[config.mk]
export PLATFORM = sky130hd
export DESIGN_NAME = lpp_post
export DESIGN_NICKNAME = d
export VERILOG_FILES = /design/src/lpp_pkg.sv /design/src/lpp_post.sv
export VERILOG_INCLUDE_DIRS = /design/src /design/src/src
export SDC_FILE = /design/constraint.sdc
export NUM_CORES = 2
export LEC_CHECK = 0
export ABC_CLOCK_PERIOD_IN_PS = 6800
export BUFFER_PORTS_ARGS = -buffer_cell sky130_fd_sc_hd__buf_2
export CORE_UTILIZATION = 30
export CTS_CLUSTER_SIZE = 14
export DETAILED_ROUTE_END_ITERATION = 16
export PLACE_DENSITY_LB_ADDON = 0.15
export REMOVE_ABC_BUFFERS = 1
export SLEW_MARGIN = 5
export SYNTH_ARGS = -nofsm -noshare
export SYNTH_HDL_FRONTEND = slang
export SYNTH_SLANG_ARGS = --single-unit
export TNS_END_PERCENT = 20
[constraint.sdc]
create_clock -name ref_clk -period 6.8 [get_ports ref_clk]
set_input_delay 0.34 -clock ref_clk [delete_from_list [all_inputs] [get_ports ref_clk]]
set_output_delay 0.34 -clock ref_clk [all_outputs]
set_load 0.02 [all_outputs]
[src/lpp_defs.svh]
`ifndef LPP_DEFS_SVH
`define LPP_DEFS_SVH

// Register byte addresses
`define LPP_ADDR_STATUS 32'hfff08048
`define LPP_ADDR_MODE 32'hfff0804c
`define LPP_ADDR_PAL0 32'hfff08050
`define LPP_ADDR_PAL1 32'hfff08054
`define LPP_ADDR_PAL2 32'hfff08058
`define LPP_ADDR_PAL3 32'hfff0805c
`define LPP_ADDR_DITH0 32'hfff08070
`define LPP_ADDR_DITH1 32'hfff08074
`define LPP_ADDR_DITH2 32'hfff08078
`define LPP_ADDR_DITH3 32'hfff0807c
`define LPP_ADDR_DITH4 32'hfff08080
`define LPP_ADDR_DITH5 32'hfff08084
`define LPP_ADDR_DITH6 32'hfff08088
`define LPP_ADDR_DUMMY 32'hfff08090
`define LPP_ADDR_VSTART 32'hfff08094
`define LPP_ADDR_VEND 32'hfff08098
`define LPP_ADDR_OSTART 32'hfff0809c
`define LPP_ADDR_OEND 32'hfff080a0
`define LPP_ADDR_MIX 32'hfff080a4
`define LPP_ADDR_KEYV 32'hfff080a8
`define LPP_ADDR_KEYM 32'hfff080ac

// Reset values
`define LPP_RST_WORD 32'h00000000
`define LPP_RST_DITH0 32'h01010001
`define LPP_RST_DITH1 32'h11110841
`define LPP_RST_DITH2 32'h49492491
`define LPP_RST_DITH3 32'h555552a5
`define LPP_RST_DITH4 32'hb6b6b556
`define LPP_RST_DITH5 32'heeeedb6e
`define LPP_RST_DITH6 32'hfefeefbe

// Field positions
`define LPP_ROW_F 31:16
`define LPP_COL_F 15:0
`define LPP_GRAY_F 30:24
`define LPP_RED_F 23:16
`define LPP_GRN_F 15:8
`define LPP_BLU_F 7:0
`define LPP_BLINKCNT_F 23:16
`define LPP_BLINKEN_B 9
`define LPP_KEYEN_B 8
`define LPP_WEIGHT_F 6:4
`define LPP_SELMATCH_F 3:2
`define LPP_SELMISS_F 1:0
`define LPP_MODE_PALETTE_LOOKUP_ENABLE_B 0
`define LPP_MODE_BPP8_B 1
`define LPP_MODE_W 3
`define LPP_DITH_HALF_W 16

// Overlay source codes
`define LPP_SEL_VIDEO 2'h0
`define LPP_SEL_OSD 2'h1
`define LPP_SEL_BLEND 2'h2
`define LPP_SEL_SPARE 2'h3

// Bus and gray-level constants
`define LPP_HTRANS_NONSEQ_B 1
`define LPP_HSIZE_WORD 3'h2
`define LPP_GRAY_MAX 4'hf
`define LPP_GRAY_MIN 4'h0

`endif

[src/lpp_pkg.sv]
`default_nettype none
package lpp_pkg;
    typedef struct packed {
        logic [31:0] dummyColour;
        logic [31:0] vidStart;
        logic [31:0] vidEnd;
        logic [31:0] osdStart;
        logic [31:0] osdEnd;
        logic [31:0] mixCtrl;
        logic [31:0] keyValue;
        logic [31:0] keyMask;
        logic [3:0][31:0] palIdx;
        logic [6:0][31:0] dither;
        logic [2:0] modeCtrl;
        logic aValid;
        logic aWrite;
        logic [31:0] aAddr;
        logic [31:0] hrdata;
        logic hreadyout;
        logic [3:0] frameCnt;
        logic [7:0] blinkCnt;
        logic osdHidden;
        logic [7:0] lutAddr;
        logic lutValid;
        logic [23:0] pixRgb;
        logic pixRgbValid;
        logic stnOn;
    } lpp_state_t;
endpackage
`default_nettype wire

[src/lpp_post.sv]
`include "lpp_defs.svh"
`default_nettype none
module lpp_post (
    input wire logic ref_clk,
    input wire logic nrst,
    input wire logic hsel,
    input wire logic [31:0] haddr,
    input wire logic [1:0] htrans,
    input wire logic hwrite,
    input wire logic [2:0] hsize,
    input wire logic [31:0] hwdata,
    input wire logic hready,
    output logic hreadyout,
    output logic hresp,
    output logic [31:0] hrdata,
    input wire logic pixValid,
    input wire logic [7:0] pixIndex,
    input wire logic [23:0] lutRgb,
    input wire logic [23:0] osdRgb,
    input wire logic [15:0] pixRow,
    input wire logic [15:0] pixCol,
    input wire logic vsyncPulse,
    output logic [7:0] lutAddr,
    output logic lutAddrValid,
    output logic [23:0] pixRgb,
    output logic pixRgbValid,
    output logic stnPixelOn
);

    lpp_pkg::lpp_state_t st_reg;
    lpp_pkg::lpp_state_t st_next;

    logic [31:0] rdData;
    logic [7:0] palByte;
    logic [23:0] vidRgb;
    logic [23:0] blendRgb;
    logic [23:0] mixRgb;
    logic inVid;
    logic inOsd;
    logic keyMatch;
    logic ditherBit;
    logic [1:0] selCode;

    // Weighted mix of one component, weight applies to video
    function automatic logic [7:0] blendComp(
        input logic [7:0] v,
        input logic [7:0] o,
        input logic [2:0] w
    );
        logic [11:0] sum;
        sum = {4'h0, v} * {9'h000, w}
            + {4'h0, o} * (12'h008 - {9'h000, w});
        return sum[10:3];
    endfunction

    // ************************************************
    // Next-state logic
    // ************************************************
    always_comb begin
        logic [3:0] g;
        logic [3:0] gm1;
        logic [15:0] pat;
        logic [6:0] fill;
        logic [23:0] keyDiff;
        g = pixIndex[3:0];
        gm1 = 4'h0;
        pat = 16'h0000;
        fill = st_reg.dummyColour[`LPP_GRAY_F];
        keyDiff = 24'h000000;
        st_next = st_reg;

        // ************************************************
        // AHB-Lite slave, zero wait states
        // ************************************************
        st_next.hreadyout = 1'b1;
        st_next.aValid = 1'b0;
        if (hsel && hready && htrans[`LPP_HTRANS_NONSEQ_B]
                && hsize == `LPP_HSIZE_WORD) begin
            st_next.aValid = 1'b1;
            st_next.aWrite = hwrite;
            st_next.aAddr = haddr;
        end
        if (st_reg.aValid && st_reg.aWrite) begin
            unique case (st_reg.aAddr)
                `LPP_ADDR_MODE:
                    st_next.modeCtrl = hwdata[`LPP_MODE_W-1:0];
                `LPP_ADDR_PAL0: st_next.palIdx[0] = hwdata;
                `LPP_ADDR_PAL1: st_next.palIdx[1] = hwdata;
                `LPP_ADDR_PAL2: st_next.palIdx[2] = hwdata;
                `LPP_ADDR_PAL3: st_next.palIdx[3] = hwdata;
                `LPP_ADDR_DITH0: st_next.dither[0] = hwdata;
                `LPP_ADDR_DITH1: st_next.dither[1] = hwdata;
                `LPP_ADDR_DITH2: st_next.dither[2] = hwdata;
                `LPP_ADDR_DITH3: st_next.dither[3] = hwdata;
                `LPP_ADDR_DITH4: st_next.dither[4] = hwdata;
                `LPP_ADDR_DITH5: st_next.dither[5] = hwdata;
                `LPP_ADDR_DITH6: st_next.dither[6] = hwdata;
                // Bit 31 is reserved and reads zero
                `LPP_ADDR_DUMMY:
                    st_next.dummyColour = {1'b0, hwdata[30:0]};
                `LPP_ADDR_VSTART: st_next.vidStart = hwdata;
                `LPP_ADDR_VEND: st_next.vidEnd = hwdata;
                `LPP_ADDR_OSTART: st_next.osdStart = hwdata;
                `LPP_ADDR_OEND: st_next.osdEnd = hwdata;
                `LPP_ADDR_MIX: st_next.mixCtrl = {8'h00,
                    hwdata[`LPP_BLINKCNT_F], 6'h00,
                    hwdata[`LPP_BLINKEN_B:`LPP_KEYEN_B], 1'b0,
                    hwdata[6:0]};
                `LPP_ADDR_KEYV: st_next.keyValue = {8'h00, hwdata[23:0]};
                `LPP_ADDR_KEYM: st_next.keyMask = {8'h00, hwdata[23:0]};
                default: ;
            endcase
        end

        // After the write, so back to back read sees it
        unique case (haddr)
            `LPP_ADDR_STATUS: rdData = {19'h00000, st_next.osdHidden,
                st_next.blinkCnt, st_next.frameCnt};
            `LPP_ADDR_MODE: rdData = {29'h00000000, st_next.modeCtrl};
            `LPP_ADDR_PAL0: rdData = st_next.palIdx[0];
            `LPP_ADDR_PAL1: rdData = st_next.palIdx[1];
            `LPP_ADDR_PAL2: rdData = st_next.palIdx[2];
            `LPP_ADDR_PAL3: rdData = st_next.palIdx[3];
            `LPP_ADDR_DITH0: rdData = st_next.dither[0];
            `LPP_ADDR_DITH1: rdData = st_next.dither[1];
            `LPP_ADDR_DITH2: rdData = st_next.dither[2];
            `LPP_ADDR_DITH3: rdData = st_next.dither[3];
            `LPP_ADDR_DITH4: rdData = st_next.dither[4];
            `LPP_ADDR_DITH5: rdData = st_next.dither[5];
            `LPP_ADDR_DITH6: rdData = st_next.dither[6];
            `LPP_ADDR_DUMMY: rdData = st_next.dummyColour;
            `LPP_ADDR_VSTART: rdData = st_next.vidStart;
            `LPP_ADDR_VEND: rdData = st_next.vidEnd;
            `LPP_ADDR_OSTART: rdData = st_next.osdStart;
            `LPP_ADDR_OEND: rdData = st_next.osdEnd;
            `LPP_ADDR_MIX: rdData = st_next.mixCtrl;
            `LPP_ADDR_KEYV: rdData = st_next.keyValue;
            `LPP_ADDR_KEYM: rdData = st_next.keyMask;
            default: rdData = `LPP_RST_WORD;
        endcase
        if (st_next.aValid && !hwrite) begin
            st_next.hrdata = rdData;
        end

        // ************************************************
        // Frame and blink timing
        // ************************************************
        if (vsyncPulse) begin
            st_next.frameCnt = st_reg.frameCnt + 4'h1;
        end
        if (!st_reg.mixCtrl[`LPP_BLINKEN_B]) begin
            st_next.blinkCnt = 8'h00;
            st_next.osdHidden = 1'b0;
        end else if (vsyncPulse) begin
            // Period 0 or 1 toggles every vertical sync
            if (st_reg.blinkCnt + 8'h01
                    >= st_reg.mixCtrl[`LPP_BLINKCNT_F]) begin
                st_next.blinkCnt = 8'h00;
                st_next.osdHidden = !st_reg.osdHidden;
            end else begin
                st_next.blinkCnt = st_reg.blinkCnt + 8'h01;
            end
        end

        // ************************************************
        // Lookup address and dither
        // ************************************************
        palByte = st_reg.palIdx[pixIndex[3:2]][pixIndex[1:0]*8 +: 8];
        if (g == `LPP_GRAY_MIN) begin
            ditherBit = 1'b0;
        end else if (g == `LPP_GRAY_MAX) begin
            ditherBit = 1'b1;
        end else begin
            gm1 = g - 4'h1;
            pat = gm1[0]
                ? st_reg.dither[gm1[3:1]][31:`LPP_DITH_HALF_W]
                : st_reg.dither[gm1[3:1]][`LPP_DITH_HALF_W-1:0];
            ditherBit = pat[st_reg.frameCnt];
        end

        // ************************************************
        // Colour source and windows
        // ************************************************
        // Raw 8bpp is read as 3-3-2 with low bits replenished
        if (st_reg.modeCtrl[`LPP_MODE_BPP8_B]
                && !st_reg.modeCtrl[`LPP_MODE_PALETTE_LOOKUP_ENABLE_B]) begin
            vidRgb = {pixIndex[7:5], fill[6:2], pixIndex[4:2],
                fill[6:2], pixIndex[1:0], fill[6:1]};
        end else begin
            vidRgb = lutRgb;
        end
        inVid = pixRow >= st_reg.vidStart[`LPP_ROW_F]
            && pixCol >= st_reg.vidStart[`LPP_COL_F]
            && pixRow <= st_reg.vidEnd[`LPP_ROW_F]
            && pixCol <= st_reg.vidEnd[`LPP_COL_F];
        inOsd = pixRow >= st_reg.osdStart[`LPP_ROW_F]
            && pixCol >= st_reg.osdStart[`LPP_COL_F]
            && pixRow <= st_reg.osdEnd[`LPP_ROW_F]
            && pixCol <= st_reg.osdEnd[`LPP_COL_F];
        keyDiff = (osdRgb ^ st_reg.keyValue[23:0])
            & ~st_reg.keyMask[23:0];
        keyMatch = st_reg.mixCtrl[`LPP_KEYEN_B]
            && keyDiff == 24'h000000;
        blendRgb = {
            blendComp(vidRgb[`LPP_RED_F], osdRgb[`LPP_RED_F],
                st_reg.mixCtrl[`LPP_WEIGHT_F]),
            blendComp(vidRgb[`LPP_GRN_F], osdRgb[`LPP_GRN_F],
                st_reg.mixCtrl[`LPP_WEIGHT_F]),
            blendComp(vidRgb[`LPP_BLU_F], osdRgb[`LPP_BLU_F],
                st_reg.mixCtrl[`LPP_WEIGHT_F])};
        selCode = keyMatch ? st_reg.mixCtrl[`LPP_SELMATCH_F]
            : st_reg.mixCtrl[`LPP_SELMISS_F];
        // Hidden blink phase drops the overlay entirely
        if (!inOsd || st_reg.osdHidden) begin
            mixRgb = vidRgb;
        end else begin
            unique case (selCode)
                `LPP_SEL_OSD: mixRgb = osdRgb;
                `LPP_SEL_BLEND: mixRgb = blendRgb;
                default: mixRgb = vidRgb;
            endcase
        end

        st_next.lutValid = pixValid;
        st_next.pixRgbValid = pixValid;
        if (pixValid) begin
            st_next.lutAddr = st_reg.modeCtrl[`LPP_MODE_BPP8_B]
                ? pixIndex : palByte;
            st_next.stnOn = ditherBit;
            st_next.pixRgb = inVid ? mixRgb
                : st_reg.dummyColour[23:0];
        end
    end

    // ************************************************
    // State register
    // ************************************************
    always_ff @(posedge ref_clk or negedge nrst) begin
        if (!nrst) begin
            st_reg <= '0;
            st_reg.hreadyout <= 1'b1;
            st_reg.dither[0] <= `LPP_RST_DITH0;
            st_reg.dither[1] <= `LPP_RST_DITH1;
            st_reg.dither[2] <= `LPP_RST_DITH2;
            st_reg.dither[3] <= `LPP_RST_DITH3;
            st_reg.dither[4] <= `LPP_RST_DITH4;
            st_reg.dither[5] <= `LPP_RST_DITH5;
            st_reg.dither[6] <= `LPP_RST_DITH6;
        end else begin
            st_reg <= st_next;
        end
    end

    assign hreadyout = st_reg.hreadyout;
    assign hresp = 1'b0;
    assign hrdata = st_reg.hrdata;
    assign lutAddr = st_reg.lutAddr;
    assign lutAddrValid = st_reg.lutValid;
    assign pixRgb = st_reg.pixRgb;
    assign pixRgbValid = st_reg.pixRgbValid;
    assign stnPixelOn = st_reg.stnOn;
endmodule // lpp_post
`default_nettype wire

==> results.json <==
{
  "fin_ws_ns": 0.785,
  "h-tree-depth": 3,
  "fin_crit_ns": 6.01,
  "dp_hpwl_um": 150000,
  "worstReg2RegStart": "st_reg[540]$_DFF_PN0_",
  "vias": 36256,
  "leakage_nw": 23.4,
  "finalSetupViolations": 0,
  "root_buffer": "clkbuf_16",
  "drtIter0Drc": 3614,
  "syn_inst": 4363,
  "slew_headroom_pct": 8.29,
  "cts_sinks": 724,
  "drt_wl_total_um": 211000,
  "cts_tree": "done",
  "die_area_um2": 153000,
  "async_flop_share_pct": 100,
  "cp-start-kind": "flip-flop",
  "cp.arrival_ns": 6.64,
  "holdWs_ns": 0.109,
  "yosysMostFrequentCell": "dfrtp_1",
  "grt_max_degree": 155,
  "antenna_found_initial": 33,
  "final_max_slew_viol_count": 0,
  "synth_warnings": 0,
  "drive_gt1_share_pct": 28.1,
  "synth-seq-cells": 724,
  "routedWlPerCell_um": 32.0,
  "grt_pass1_wl_um": 293000,
  "hold_class": "in -> reg",
  "dr.pass1.iters": 6,
  "layout.nets": 4992,
  "rows": 142,
  "die_w_um": 391,
  "viasPerCell": 5.49,
  "power.density_nw_per_um2": 247,
  "grt_setup_unrepaired": "false",
  "fin_crit_sh_pct": 88.5,
  "gp_congestion": 0.958,
  "start_util_pct": 30.3,
  "clk_pin_slew_ns": 0.05,
  "ios": 233,
  "status": "finished, final reports clean",
  "core_area_um2": 150000,
  "synth_area_leaders": "dfrtp_1, mux2_2, ha_1",
  "cap_viol_max_count": 0,
  "yosys-top-cells-count": "dfrtp_1, nand2_1, mux2_2, inv_1, ha_1",
  "seq_area_frac_synth_pct": 40.1,
  "grt_pass1_vias": 36975,
  "synth_top_area_share_pct": 34.1,
  "largest_reg_flops": 658,
  "crit_type": "reg -> reg",
  "vdd_ir_drop_max_v": 0.000180,
  "drcViolationCount": 0,
  "avgSynthCellArea_um2": 10.4,
  "drtAntennaViolNets": 0,
  "post-cts-setup-buffers": 0,
  "grtUsageTotal_pct": 27.4,
  "tightest_slew_ns": 1.37,
  "final.setup_skew_ns": 0.0483,
  "fmax_ghz": 0.166,
  "rrSetupSlack_ns": 0.79,
  "synth_cell_types": 91,
  "cts_max_path_buffers": 3,
  "hp-start": "haddr[3]",
  "gr-total-overflow": 0,
  "die_h_um": 391,
  "post_cts_resized": 0,
  "syn_area_um2": 45500,
  "required_ns": 7.43,
  "area_growth_pct": 15.1,
  "cts_buffers": 92,
  "yosys_most_used_dff": "dfrtp_1",
  "crit_start": "st_reg[540]$_DFF_PN0_",
  "synth_top_cell_by_area": "dfrtp_1",
  "crit_fanout": 17,
  "clk_latency_ns": 0.74,
  "port_buffers": 229,
  "hold_violations": 0,
  "tns_ns": 0,
  "synth_edf_count": 0,
  "cp-end-kind": "flip-flop",
  "pre_cts_slack_ns": 0.829
}
==> layout by cell type (no fill, tap or decap), drive strengths merged, types with 13 or more instances in the layout <==
cell	Yosys	final
o22ai	16	16
nand2	572	572
mux2i	76	76
o21ai	139	139
and2	115	115
nand4	90	90
dfstp	105	105
xor2	18	18
dlygate4sd3	0	38
nand2b	24	24
xnor2	54	54
a22oi	96	96
a221oi	36	36
a211oi	14	14
a31oi	28	28
nor3	29	29
a21oi	106	106
fa	100	100
a21o	22	22
nor2	147	147
clkbuf	168	144
nand3	134	134
nor4	32	32
buf	179	352
a22o	43	43
dfrtp	619	619
a32oi	13	13
mux4	49	49
clkinv	6	23
inv	316	322
nor2b	34	34
and4	25	25
and3	17	17
ha	228	228
mux2	567	567
==> cell type report <==
class / count / area, um2
diodes: 8 / 20.0
fillers: 15339 / 97800
inverters: 322 / 1210
clock inverters: 29 / 368
flip-flops and latches: 724 / 18200
clock buffers: 144 / 2810
repair buffers: 390 / 2550
multi-input cells: 2970 / 24600
well taps: 2016 / 2520
==> final timing paths <==
path / to / cells after the start
max: pixRgb[14]$_DFFE_PN0P_ / 19
min: st_reg[84]$_DFFE_PN0P_ / 3
max reg2reg: pixRgb[14]$_DFFE_PN0P_ / 19
min reg2reg: st_reg[94]$_DFFE_PN0P_ / 2
max in group asynchronous: st_reg[625]$_DFF_PN0_ / 4
min in group asynchronous: st_reg[92]$_DFFE_PN0P_ / 2
==> critical path: stages (launching register included) <==
cell,delay (ns)
dfrtp_1,0.66
nor3_2,0.69
nand2_1,0.16
fa_1,0.45
fa_1,0.55
inv_1,0.04
ha_1,0.28
fa_1,0.50
inv_1,0.05
fa_1,0.48
inv_1,0.05
ha_1,0.32
and3_1,0.18
a221oi_1,0.39
o21ai_0,0.22
a31oi_1,0.26
xnor2_1,0.15
a22oi_1,0.09
a211o_1,0.30
a21oi_1,0.14
==> metal layers <==
layer	wire (um)	vias up	GRT usage [%]
met1	92700	18898	37.1
met5	168	-	0
met3	15500	334	6.04
li1	-	15624	-
met2	94400	1376	42.5
met4	8250	24	9.88
==> repair_timing <==
action,4_1_cts,5_1_grt
hold buffers,38,0
hold endpoints to repair,130,0
endpoints found under the setup margin,0,0
==> stage by stage <==
step	utilization, %	instance area (um2)	instances	power (mW)
after floorplan	-	43800	4016	6.60
after global placement	32.5	48700	6384	7.73
after detailed placement	32.5	48800	6384	7.73
after CTS	34.8	52300	6595	13.0
after global routing	34.8	52300	6597	13.5
final	34.9	52300	6603	12.9
==> power breakdown <==
| part | switching (mW) | leakage, nW | total [mW] | internal (mW) |
|---|---|---|---|---|
| Clock | 2.18 | 1.57 | 5.19 | 3.01 |
| Combinational | 1.76 | 13.3 | 2.92 | 1.16 |
| Sequential | 0.214 | 8.48 | 4.80 | 4.58 |
==> kinds of logic (layout without fill, tap and decap cells) <==
group                    count (synthesis)  count (layout)  share of synthesized area (%)
buffers and inverters                  669             885                           6.39
AO/OA/AOI/OAI                          610             610                           9.22
AND/OR/NAND/NOR                       1266            1266                           14.0
adder cells (fa/ha/maj)                328             328                           10.7
multiplexers                           692             692                           18.2
flip-flops                             724             724                           40.1
XOR/XNOR                                72              72                           1.39
other                                    2              10                         0.0165
(Power assumes the default switching activity.)
